--- src/hw/bpc_pkg.sv ---
// package for the bidirectional port with change interrupt
package bpc_pkg;
    localparam int ADDR_W = 8;
    localparam int DATA_W = 32;
    localparam int PORT_W = 8;
    // register indices, byte address is four times the index
    localparam logic [7:0] IDX_PORT_DATA = 8'h06;
    localparam logic [7:0] IDX_CONFIG = 8'h81;
    localparam logic [7:0] IDX_DIRECTION = 8'h86;
    localparam logic [7:0] IDX_INT_CTRL = 8'h0b;
    localparam logic [7:0] IDX_SYS_CTRL = 8'h0c;
    localparam int PULLUP_BAR_BIT = 7;
    localparam int CHANGE_FLAG_BIT = 0;
    localparam int CHANGE_LO = 4;
    localparam int CHANGE_HI = 7;
    localparam int PROG_PIN = 4;
    localparam int SYS_LVP_BIT = 0;
    localparam int SYS_SLEEP_BIT = 1;
    localparam logic [7:0] CONFIG_RST = 8'hff;
    localparam logic [7:0] DIR_RST = 8'hff;
    localparam logic [7:0] LATCH_RST = 8'h00;
    localparam logic [31:0] UNMAPPED_DATA = 32'h0000_0000;
    typedef enum logic [1:0] {BPC_IDLE, BPC_ANSWER} bpc_bus_type;
endpackage

--- src/hw/bpc_port.sv ---
// bidirectional port with per-pin direction, pull-ups and upper-pin change flag
//
// Design decision made here: the Avalon-MM slave port.
`timescale 1ns/100ps
// Function
// - 8 pins; direction 1 tristates, 0 drives
// - alternate function may override pin direction
// - data read returns pins, write hits latch
// - writes are read-modify-write into whole latch
// - shared pull-up enable, active low bit 7
// - pull-up off on any output pin
// - power-on reset disables pull-ups
// - change detect pins 7:4, inputs only
// - compare inputs against value from last data access
// - mismatches ORed into change flag bit 0
// - change flag wakes device from sleep
// - data access refreshes comparison values
// - mismatch keeps setting flag until data access
// - change during read may miss flag
// - low-voltage programming steals pin 4
// - reset values: direction and config all ones
// - pins shared with peripheral functions
// - write at cycle end, read samples start
module bpc_port
    import bpc_pkg::*;
(
    input wire logic I_CORE_CLK, // instruction clock
    input wire logic I_RST, // async reset, active high
    input wire logic I_POR, // power-on reset indication, level
    input wire logic [bpc_pkg::ADDR_W-1:0] I_AVS_ADDRESS, // word address
    input wire logic I_AVS_READ, // read request
    input wire logic I_AVS_WRITE, // write request
    input wire logic [bpc_pkg::DATA_W-1:0] I_AVS_WRITEDATA, // write data
    input wire logic [3:0] I_AVS_BYTEENABLE, // byte enables
    output logic [bpc_pkg::DATA_W-1:0] O_AVS_READDATA, // read data
    output logic O_AVS_WAITREQUEST, // stall
    input wire logic [bpc_pkg::PORT_W-1:0] I_PIN, // pin levels
    output logic [bpc_pkg::PORT_W-1:0] O_PIN, // pin drive values
    output logic [bpc_pkg::PORT_W-1:0] O_PIN_OE_N, // low while driving
    output logic [bpc_pkg::PORT_W-1:0] O_PULLUP_EN, // weak pull-up on
    input wire logic [bpc_pkg::PORT_W-1:0] I_ALT_EN, // alternate function owns pin
    input wire logic [bpc_pkg::PORT_W-1:0] I_ALT_OUT, // alternate output value
    input wire logic [bpc_pkg::PORT_W-1:0] I_ALT_OE, // alternate drives pin
    output logic [bpc_pkg::PORT_W-1:0] O_ALT_IN, // synced pins to peripherals
    output logic O_CHANGE_FLAG, // port change flag
    output logic O_WAKE, // wake request
    output logic O_LVP_ACTIVE // pin 4 is programming input
);
    import bpc_pkg::*;

    // ****************************************
    // pin synchroniser
    // ****************************************
    logic [PORT_W-1:0] sync1_q;
    logic [PORT_W-1:0] pins_q;
    always_ff @(posedge I_CORE_CLK or posedge I_RST) begin
        if (I_RST) begin
            sync1_q <= '0;
            pins_q <= '0;
        end else begin
            sync1_q <= I_PIN;
            pins_q <= sync1_q;
        end
    end
    assign O_ALT_IN = pins_q;

    // ****************************************
    // bus slave
    // ****************************************
    bpc_bus_type bus_q;
    logic [PORT_W-1:0] latch_q;
    logic [PORT_W-1:0] dir_q;
    logic [PORT_W-1:0] cfg_q;
    logic [PORT_W-1:0] old_q;
    logic flag_q;
    logic lvp_q;
    logic sleep_q;
    logic por_seen_q;
    logic req;
    logic take;
    logic hit_data;
    logic [PORT_W-1:0] wbyte;

    function automatic logic [PORT_W-1:0] merge(input logic [PORT_W-1:0] base,
                                                input logic [DATA_W-1:0] wd,
                                                input logic be0);
        merge = be0 ? wd[PORT_W-1:0] : base;
    endfunction

    assign req = I_AVS_READ | I_AVS_WRITE;
    // one wait cycle: the answer comes in the second cycle of the request
    assign take = req && (bus_q == BPC_ANSWER);
    assign O_AVS_WAITREQUEST = req && (bus_q == BPC_IDLE);
    assign hit_data = take && (I_AVS_ADDRESS == IDX_PORT_DATA);
    assign wbyte = I_AVS_WRITEDATA[PORT_W-1:0];

    always_ff @(posedge I_CORE_CLK or posedge I_RST) begin
        if (I_RST) begin
            bus_q <= BPC_IDLE;
        end else begin
            case (bus_q)
                BPC_IDLE: begin
                    if (req) begin
                        bus_q <= BPC_ANSWER;
                    end
                end
                default: begin
                    bus_q <= BPC_IDLE;
                end
            endcase
        end
    end

    always_ff @(posedge I_CORE_CLK or posedge I_RST) begin
        if (I_RST) begin
            O_AVS_READDATA <= '0;
        // read samples pins at the start of the request; data stands while waitrequest is low
        end else if (req && (bus_q == BPC_IDLE) && I_AVS_READ) begin
            if (I_AVS_ADDRESS == IDX_PORT_DATA) begin
                O_AVS_READDATA <= {{(DATA_W-PORT_W){1'b0}}, pins_q};
            end else if (I_AVS_ADDRESS == IDX_CONFIG) begin
                O_AVS_READDATA <= {{(DATA_W-PORT_W){1'b0}}, cfg_q};
            end else if (I_AVS_ADDRESS == IDX_DIRECTION) begin
                O_AVS_READDATA <= {{(DATA_W-PORT_W){1'b0}}, dir_q};
            end else if (I_AVS_ADDRESS == IDX_INT_CTRL) begin
                O_AVS_READDATA <= {{(DATA_W-1){1'b0}}, flag_q};
            end else if (I_AVS_ADDRESS == IDX_SYS_CTRL) begin
                O_AVS_READDATA <= {{(DATA_W-2){1'b0}}, sleep_q, lvp_q};
            end else begin
                O_AVS_READDATA <= UNMAPPED_DATA;
            end
        end
    end

    // ****************************************
    // latch, direction, config
    // ****************************************
    // latch keeps its value across non power-on resets; cleared on power-on only
    always_ff @(posedge I_CORE_CLK) begin
        if (I_RST && I_POR) begin
            latch_q <= LATCH_RST;
        end else if (!I_RST && hit_data && I_AVS_WRITE) begin
            latch_q <= merge(pins_q, I_AVS_WRITEDATA, I_AVS_BYTEENABLE[0]);
        end
    end

    always_ff @(posedge I_CORE_CLK or posedge I_RST) begin
        if (I_RST) begin
            dir_q <= DIR_RST;
            cfg_q <= CONFIG_RST;
            lvp_q <= 1'b0;
            sleep_q <= 1'b0;
        end else if (take && I_AVS_WRITE && I_AVS_BYTEENABLE[0]) begin
            if (I_AVS_ADDRESS == IDX_DIRECTION) begin
                dir_q <= wbyte;
            end else if (I_AVS_ADDRESS == IDX_CONFIG) begin
                cfg_q <= wbyte;
            end else if (I_AVS_ADDRESS == IDX_SYS_CTRL) begin
                lvp_q <= wbyte[SYS_LVP_BIT];
                sleep_q <= wbyte[SYS_SLEEP_BIT];
            end
        end else if (sleep_q && flag_q) begin
            sleep_q <= 1'b0;
        end
    end

    always_ff @(posedge I_CORE_CLK or posedge I_RST) begin
        if (I_RST) begin
            por_seen_q <= 1'b0;
        end else begin
            por_seen_q <= 1'b1;
        end
    end

    // ****************************************
    // pin drivers and pull-ups
    // ****************************************
    logic [PORT_W-1:0] is_out;
    logic [PORT_W-1:0] prog_mask;
    always_comb begin
        prog_mask = '0;
        prog_mask[PROG_PIN] = lvp_q;
        for (int i = 0; i < PORT_W; i++) begin
            is_out[i] = I_ALT_EN[i] ? I_ALT_OE[i] : !dir_q[i];
            is_out[i] = is_out[i] && !prog_mask[i];
        end
    end
    always_ff @(posedge I_CORE_CLK or posedge I_RST) begin
        if (I_RST) begin
            O_PIN <= '0;
            O_PIN_OE_N <= '1;
            O_PULLUP_EN <= '0;
        end else begin
            for (int i = 0; i < PORT_W; i++) begin
                O_PIN[i] <= I_ALT_EN[i] ? I_ALT_OUT[i] : latch_q[i];
            end
            O_PIN_OE_N <= ~is_out;
            O_PULLUP_EN <= {PORT_W{!cfg_q[PULLUP_BAR_BIT] && por_seen_q}}
                           & ~is_out & ~prog_mask;
        end
    end
    assign O_LVP_ACTIVE = lvp_q;

    // ****************************************
    // change detection
    // ****************************************
    logic [PORT_W-1:0] part;
    logic mismatch;
    always_comb begin
        part = '0;
        for (int i = CHANGE_LO; i <= CHANGE_HI; i++) begin
            part[i] = !is_out[i];
        end
        part = part & ~prog_mask;
        mismatch = |((pins_q ^ old_q) & part);
    end

    // a change that lands on the refreshing access is absorbed into old_q
    always_ff @(posedge I_CORE_CLK or posedge I_RST) begin
        if (I_RST) begin
            old_q <= '0;
        end else if (hit_data) begin
            old_q <= pins_q;
        end
    end

    logic mismatch_q;
    always_ff @(posedge I_CORE_CLK or posedge I_RST) begin
        if (I_RST) begin
            mismatch_q <= 1'b0;
        end else begin
            mismatch_q <= mismatch && !hit_data;
        end
    end

    logic clr_flag;
    assign clr_flag = take && I_AVS_WRITE && I_AVS_BYTEENABLE[0]
                      && (I_AVS_ADDRESS == IDX_INT_CTRL)
                      && !wbyte[CHANGE_FLAG_BIT];
    always_ff @(posedge I_CORE_CLK or posedge I_RST) begin
        if (I_RST) begin
            flag_q <= 1'b0;
        end else if (mismatch_q) begin
            flag_q <= 1'b1;
        end else if (clr_flag) begin
            flag_q <= 1'b0;
        end
    end
    assign O_CHANGE_FLAG = flag_q;
    assign O_WAKE = flag_q && sleep_q;
endmodule

--- config.mk ---
export PLATFORM = sky130hd
export DESIGN_NAME = bpc_port
export DESIGN_NICKNAME = d
export VERILOG_FILES = /design/src/hw/bpc_pkg.sv /design/src/hw/bpc_port.sv
export SDC_FILE = /design/constraint.sdc
export NUM_CORES = 1
export LEC_CHECK = 0
export ABC_AREA = 1
export BUFFER_PORTS_ARGS = -buffer_cell sky130_fd_sc_hd__clkbuf_2
export CAP_MARGIN = 20
export CORE_UTILIZATION = 35
export DETAILED_ROUTE_END_ITERATION = 6
export SLEW_MARGIN = 0
export SYNTH_ARGS = -nofsm -noshare
export SYNTH_HDL_FRONTEND = slang
export SYNTH_SLANG_ARGS = --single-unit
export TNS_END_PERCENT = 10
--- constraint.sdc ---
create_clock -name I_CORE_CLK -period 6.3 [get_ports I_CORE_CLK]
set_clock_uncertainty 0.05 [all_clocks]
set_input_delay 1.26 -clock I_CORE_CLK [delete_from_list [all_inputs] [get_ports I_CORE_CLK]]
set_output_delay 1.26 -clock I_CORE_CLK [all_outputs]
set_load 0.03 [all_outputs]
==> run summary, run 1 <==
### Timing
• pins over their slew limit: 0
• final hold slack: 0.301 ns
• final hold viol count: 0
• setup-violating endpoint count in the final report: 0
• setup repair after global routing missed its margin: no
• crit path time final: 3.09 ns
• share of the clock period used by the worst path after layout: 49.1%
• final total negative setup slack: 0 ns
• maximum frequency from static timing analysis: 323 MHz
• transition time at the pin with the least slew margin: 0.935 ns
• max_slew headroom: 37.6%
• final worst-path setup slack: 3.21 ns

### Drt
• First DRT Iteration DRCs: 126
• via count: 2,780
• total DRC errors in the routed layout: 0
• post-route ant nets: 0
• overall routed net length: 7800 µm
• average detailed-routed wire length per instance: 12.2 µm
• router iterations before antenna repair: 4
• number of vias per cell after detailed routing: 4.35

### Placement
• final RePlAce weighted congestion: 0.810
• input/output buffers: 97
• pre-CTS setup slack: 3.20 ns
• half-perimeter wire length after detailed placement: 5870 µm

### Setup path
• type of element launching the critical path: input port
• Crit. End Element: output pin
• cell breakdown of the critical path: clkbuf_2, nor2_1, nor2_1, clkbuf_2
• required time of the critical path: 4.99 ns
• Crit Path Max Fanout: 3
• Worst EP arrival: 1.78 ns
• delay of the slowest cell on the worst path: 0.18 ns
• total buffers and inverters traversed by the critical path: 2
• cell type group with the largest total delay on the critical path: buffers and inverters
• Setup Crit Path Kind: in -> out
• cell with the largest stage delay on the worst path: clkbuf_2

### Synth
• syn_area_per_cell: 9.19 µm²
• number of warnings reported in the yosys synthesis log: 0
• number of standard cells after synthesis: 397
• area of the mapped netlist: 3650 µm²
• synthesis-stage register bit count: 82
• sequential fraction of the synthesis area: 56.0%
• count of cell types in the netlist: 35

### Pwr
• power per cell area: 269 nW/µm²
• peak ir drop on the vdd network: 0.127 mV
• static power due to leakage: 0.00228 µW
• total chip power: 1190 µW

### Global routing
• Total GRT Usage: 15.5%
• total overflow reported by the global router: 0
• largest net degree at the start of global routing: 76
• first-pass GRT wire length: 13,000 µm
• antenna violations before repair: 0
• number of global-route vias before repair: 2,680

### Layout
• Inserted Diodes: 0
• total of fill cells in the finished design: 992
• fraction of layout cells with a size suffix above 1: 33.6%
• Synth-to-Final Area Change: 21.4%
• leading cell type in the layout, fill and taps excluded: clkbuf_2
• highest-count cells in the layout ignoring fill and taps: clkbuf_2 (97), nand2_1 (79), inv_1 (59)
• final core area utilization: 44.5%
• number of nets in the layout: 582

### Clocking
• Clock Latency Late Sink: 0.35 ns
• buffer type at the clock tree root: clkbuf_8
• number of buffers inserted during clock tree synthesis: 9
• Post-CTS Repair Setup Buffers: 0
• Clock Sink Count: 82
• clock transition at the registers of the reported paths: 0.08 ns
• CTS resizes: 0
• H-tree depth reported by CTS: 3
• clock tree from TritonCTS: yes
• cts hold-fix bufs: 0
• maximum clock path buffer count: 2

### Die
• overall die area: 10,800 µm²
• core footprint: 9950 µm²
• Die Height: 104 µm
• die width: 104 µm
• Site Rows: 36
• I/O pin total: 149
• Initial Utilization: 36.7%

### Flow run
• Max Cap Violations: 0

### Outcome
• result of the run: finished, final reports clean

### Hold path
• classification of the worst-slack hold path: reg -> reg

## synth_stat cells
| master | instances | share of area (%) |
|---|---|---|
| o21ai_1 | 11 | 1.5 |
| nand3_1 | 8 | 1.1 |
| nand4_2 | 1 | 0.34 |
| dfstp_2 | 24 | 17 |
| buf_2 | 1 | 0.14 |
| nor3_1 | 1 | 0.14 |
| o21ai_2 | 8 | 1.9 |
| nand2_4 | 1 | 0.31 |
| nand4_1 | 6 | 1.0 |
| o21a_1 | 2 | 0.41 |
| a211oi_1 | 4 | 0.82 |
| a21oi_1 | 14 | 1.9 |
| nor2_8 | 2 | 1.1 |
| clkinv_1 | 1 | 0.10 |
| xnor2_1 | 1 | 0.24 |
| o21ai_0 | 30 | 4.1 |
| or2_2 | 3 | 0.51 |
| conb_1 | 2 | 0.21 |
| nor2_1 | 28 | 2.9 |
| nor2_4 | 3 | 0.93 |
| a21o_1 | 1 | 0.21 |
| buf_4 | 24 | 4.9 |
| nand3_4 | 1 | 0.48 |
| dfxtp_1 | 8 | 4.4 |
| dfrtp_1 | 50 | 34 |
| mux2_2 | 2 | 0.62 |
| nand3_2 | 1 | 0.27 |
| buf_6 | 2 | 0.62 |
| clkbuf_1 | 1 | 0.10 |
| a31oi_1 | 6 | 1.0 |
| inv_1 | 60 | 6.2 |
| inv_2 | 3 | 0.31 |
| nand2_1 | 79 | 8.1 |
| nand2_2 | 7 | 1.2 |
| xor2_1 | 1 | 0.24 |
## routing by layer
layer | up-vias | GRT usage, % | share of wire, %
li1 | 1407 | - | -
met2 | 94 | 24.4 | 47
met4 | 0 | 7.96 | 2.0
met5 | - | 0 | 0
met1 | 1268 | 20.4 | 46
met3 | 11 | 2.76 | 5.1
## path summary, 6_finish.rpt
kind	from	end	slack [ns]	cells past startpoint
setup reg to reg	bus_q[0]	O_AVS_READDATA[7]	4.81	5
hold reg to reg	sync1_q[3]	O_ALT_IN[3]	0.30	0
min in group asynchronous	I_RST	O_PIN[7]	1.13	3
hold / removal	sync1_q[3]	O_ALT_IN[3]	0.30	0
max in group asynchronous	I_RST	O_ALT_IN[2]	4.45	3
setup / recovery	I_AVS_WRITE	O_AVS_WAITREQUEST	3.21	4
## area by class of cell
type / instances / area [µm²] / share of cell area, %
Timing Repair Buffer: 98 / 493 / 11.1
Clock inverter: 5 / 103 / 2.32
Inverter: 64 / 241 / 5.45
Sequential cell: 82 / 2040 / 46.1
Multi-Input combinational cell: 246 / 1240 / 28.0
Tap cell: 133 / 166 / 3.76
Clock buffer: 11 / 141 / 3.19
## where the power goes
group / internal [µW] / total, µW / switching, µW
sequential: 554 / 568 / 13.5
clock: 274 / 462 / 188
combinational: 43.9 / 163 / 119
## stage by stage
step | area [µm²] | cells
finish | 4430 | 639
global route | 4430 | 639
CTS | 4430 | 639
detailed placement | 4180 | 623
global placement | 4180 | 623
floorplan | 3730 | 420
## cell families (layout without fill, tap and decap cells)
kind of cell | Yosys count | after routing | synth area share, %
flip-flops | 82 | 82 | 56.0
XOR/XNOR | 2 | 2 | 0.480
AO/OA/AOI/OAI | 76 | 76 | 11.9
multiplexers | 2 | 2 | 0.617
AND/OR/NAND/NOR | 141 | 141 | 18.4
buffers and inverters | 92 | 178 | 12.4
other | 2 | 25 | 0.206
## state kept, by name, summed over array words and instances, names as in the netlist
signal / flops
sleep_q: 1
O_LVP_ACTIVE: 1
O_ALT_IN: 8
bus_q: 1
O_AVS_READDATA: 8
O_PIN_OE_N: 8
old_q: 4
O_CHANGE_FLAG: 1
cfg_q: 8
O_PULLUP_EN: 8
sync1_q: 8
por_seen_q: 1
mismatch_q: 1
latch_q: 8
dir_q: 8
O_PIN: 8
No activity file was read; power rests on OpenSTA's default activity.
==> run 2: changes to the inputs <==
--- a/config.mk
+++ b/config.mk
@@ -5,7 +5,7 @@
 export SDC_FILE = /design/constraint.sdc
 export NUM_CORES = 1
 export LEC_CHECK = 0
-export ABC_AREA = 1
+export ABC_AREA = 0
 export BUFFER_PORTS_ARGS = -buffer_cell sky130_fd_sc_hd__clkbuf_2
 export CAP_MARGIN = 20
 export CORE_UTILIZATION = 35
==> constraint.sdc (replaced) <==
create_clock -name I_CORE_CLK -period 2.75 [get_ports I_CORE_CLK]
set_clock_uncertainty 0.05 [all_clocks]
set_input_delay 0.55 -clock I_CORE_CLK [delete_from_list [all_inputs] [get_ports I_CORE_CLK]]
set_output_delay 0.55 -clock I_CORE_CLK [all_outputs]
set_load 0.03 [all_outputs]
==> run 2 against run 1 <==
Against the previous run: non-clock buffer count rose by 8; sequential power rose by 130%; global-route usage rose by 0.21 points; final area fell by 2.8%; synthesized area fell by 3.3%; first-iteration DRC count fell by 21%; clock-buffer cell count did not move; utilization fell by 0.45 points; worst setup slack got worse by 2.3 ns; power rose by 110%; synthesized cell count fell by 30%; sequential share of layout area rose by 1.3 points; largest cell class unchanged.
==> run summary, run 2 <==
### Clocking
• Clock Latency Late Sink: 0.36 ns, about the same
• clock tree from TritonCTS: yes
• buffer type at the clock tree root: clkbuf_8
• cts hold-fix bufs: 0, unchanged
• clock transition at the registers of the reported paths: 0.08 ns, about the same
• H-tree depth reported by CTS: 3, unchanged
• maximum clock path buffer count: 2, unchanged
• CTS resizes: 0, unchanged
• Post-CTS Repair Setup Buffers: 0, unchanged
• Clock Sink Count: 82, unchanged
• number of buffers inserted during clock tree synthesis: 9, unchanged

### Timing
• setup-violating endpoint count in the final report: 0, unchanged
• share of the clock period used by the worst path after layout: 67.2%
• transition time at the pin with the least slew margin: 0.550 ns, -0.385 ns
• pins over their slew limit: 0, unchanged
• final hold viol count: 0, unchanged
• max_slew headroom: 63.3%, +26 points
• maximum frequency from static timing analysis: 541 MHz
• crit path time final: 1.85 ns
• setup repair after global routing missed its margin: no
• final total negative setup slack: 0 ns, unchanged

### Setup path
• Setup Crit Path Kind: in -> reg
• type of element launching the critical path: input port
• Worst EP arrival: 2.08 ns, +0.30 ns
• Crit Path Max Fanout: 9, +6
• Crit. End Element: flip-flop
• required time of the critical path: 2.98 ns, -2.01 ns

### Drt
• post-route ant nets: 0, unchanged
• number of vias per cell after detailed routing: 4.64, +6.7%
• total DRC errors in the routed layout: 0, unchanged
• via count: 2,424, -13%
• average detailed-routed wire length per instance: 15.0 µm, +23%
• router iterations before antenna repair: 4, unchanged
• overall routed net length: 7820 µm, +0.15%
• First DRT Iteration DRCs: 100, -21%

### Placement
• half-perimeter wire length after detailed placement: 6030 µm, +2.8%
• final RePlAce weighted congestion: 0.819, +1.1%
• instance area after placement: 4110 µm², -1.8%
• input/output buffers: 97, unchanged

### Pwr
• power per cell area: 595 nW/µm², +120%
• peak ir drop on the vdd network: 0.235 mV, +85%
• static power due to leakage: 0.00205 µW, -10%

### Flow run
• Max Cap Violations: 0, unchanged

### Synth
• number of warnings reported in the yosys synthesis log: 0, unchanged
• number of synthesized flops with an enable pin: 0, unchanged
• sequential fraction of the synthesis area: 57.9%, +1.9 points
• synthesis-stage register bit count: 82, unchanged
• largest cells by area after synthesis: dfrtp_1 (35%), dfstp_2 (18%), mux2_2 (9.6%)
• top_reg_cell synth: dfrtp_1
• most used standard cells in the synthesized netlist: dfrtp_1 (50), mux2_2 (30), nor2_1 (30)
• syn_area_per_cell: 12.6 µm², +38%
• number of standard cells after synthesis: 279, -30%
• count of cell types in the netlist: 47, +34%
• cell with the most instances after synthesis: dfrtp_1
• proportion of register bits with asynchronous set or reset after synthesis: 90.2%, unchanged
• area of the mapped netlist: 3530 µm², -3.3%
• area share of the largest cell type after synthesis: 35.5%, +1.2 points
• biggest area consumer among synthesized cells: dfrtp_1

### Layout
• Synth-to-Final Area Change: 22.0%
• highest-count cells in the layout ignoring fill and taps: clkbuf_2 (97), dfrtp_1 (50), nor2_1 (30), mux2_2 (30), conb_1 (25)
• Inserted Diodes: 0, unchanged
• final std cell area, no fill: 4300 µm², -2.8%
• fraction of layout cells with a size suffix above 1: 47.0%, +13 points
• total of fill cells in the finished design: 960, -3.2%
• number of nets in the layout: 465, -20%
• leading cell type in the layout, fill and taps excluded: clkbuf_2

### Global routing
• number of global-route vias before repair: 2,304, -14%
• met3 GRT Util: 2.80%, +0.047 points
• antenna violations before repair: 0, unchanged
• total overflow reported by the global router: 0, unchanged
• Total GRT Usage: 15.7%, +0.21 points
• global-route layer with the greatest usage: met2
• largest net degree at the start of global routing: 36, -53%
• Global Route met1 Usage: 20.8%, +0.38 points
• met2 Track Usage GR: 24.7%, +0.30 points
• first-pass GRT wire length: 12,000 µm, -7.9%

### Hold path
• classification of the worst-slack hold path: in -> async

### Die
• I/O pin total: 149, unchanged
• core footprint: 9770 µm², -1.8%
• Initial Utilization: 36.1%, -0.57 points
• overall die area: 10,500 µm², -3.3%
• Die Height: 102 µm, -1.6%
• Site Rows: 36, unchanged
• die width: 102 µm, -1.6%

### Outcome
• result of the run: finished, final reports clean

==> run 2: cell types whose count changed in the layout (fill, tap and decap cells not counted), moves of 9 or more <==
| cell | before | now |
|---|---|---|
| nand2_1 | 79 | 3 |
| inv_1 | 59 | 1 |
| mux2_2 | 2 | 30 |
| o21ai_0 | 30 | 2 |
| nor2b_1 | 0 | 11 |
| o21ai_1 | 11 | 0 |
| mux2i_1 | 0 | 9 |
==> run 2: cells by family after synthesis <==
group                  count (synthesis)  synth area share (%)
flip-flops                            82                  57.9
AO/OA/AOI/OAI                         40                  8.58
XOR/XNOR                               4                 0.993
buffers and inverters                 37                  6.95
other                                  2                 0.213
AND/OR/NAND/NOR                       75                  13.2
multiplexers                          39                  12.1
==> run 2: area by class of cell <==
type | count | area, µm² | share of cell area, %
sequential | 82 | 2040 | 47.4
multi-input combinational | 183 | 1330 | 30.8
timing repair buffer | 106 | 566 | 13.1
tap | 133 | 166 | 3.87
clock buffer | 11 | 141 | 3.28
clock inverter | 5 | 55.1 | 1.28
inverter | 2 | 7.51 | 0.174
==> run 2: path summary, 6_finish.rpt <==
check                           endpoint  cells past startpoint  slack, ns        startpoint
min in group I_CORE_CLK       sync1_q[6]                      1       0.24          I_PIN[6]
max                             dir_q[0]                      4       0.90  I_AVS_ADDRESS[1]
min                        O_CHANGE_FLAG                      2       0.21             I_RST
max in group asynchronous       dir_q[6]                      3       1.79             I_RST
min reg2reg                  O_ALT_IN[2]                      0       0.30        sync1_q[2]
max reg2reg                     dir_q[0]                      3       1.11          bus_q[0]
==> run 2: where the power goes <==
part / internal [µW] / switching, µW / leakage (µW)
combinational: 117 / 262 / 0.00102
clock: 441 / 436 / 0.0000953
sequential: 1270 / 33.9 / 0.000934
total: 1830 / 732 / 0.00205
==> run 2: stage by stage <==
| stage | utilization [%] | hold slack (ns) | std cells | power [µW] | setup WS, ns |
|---|---|---|---|---|---|
| final | 44.0 | 0.206 | 522 | 2560 | 0.903 |
| after global routing | 44.0 | 0.228 | 522 | 2680 | 0.845 |
| after CTS | 44.0 | 0.222 | 522 | 2590 | 0.888 |
| after detailed placement | 42.0 | 0.286 | 506 | 1710 | 0.518 |
| after global placement | 42.0 | 0.283 | 506 | 1710 | 0.487 |
| after floorplan | - | 0.281 | 302 | 1600 | 0.308 |
==> run 2: worst max-delay path, stage by stage <==
cell	delay, ns
clkbuf_2	0.21
and4bb_1	0.44
and3_1	0.48
mux2_2	0.39
==> run 2: layer usage <==
| layer | share of wire, % | vias to the layer above |
|---|---|---|
| met4 | 2.1 | 0 |
| met5 | 0 | - |
| met1 | 45 | 1168 |
| li1 | - | 1144 |
| met2 | 47 | 99 |
| met3 | 5.0 | 13 |
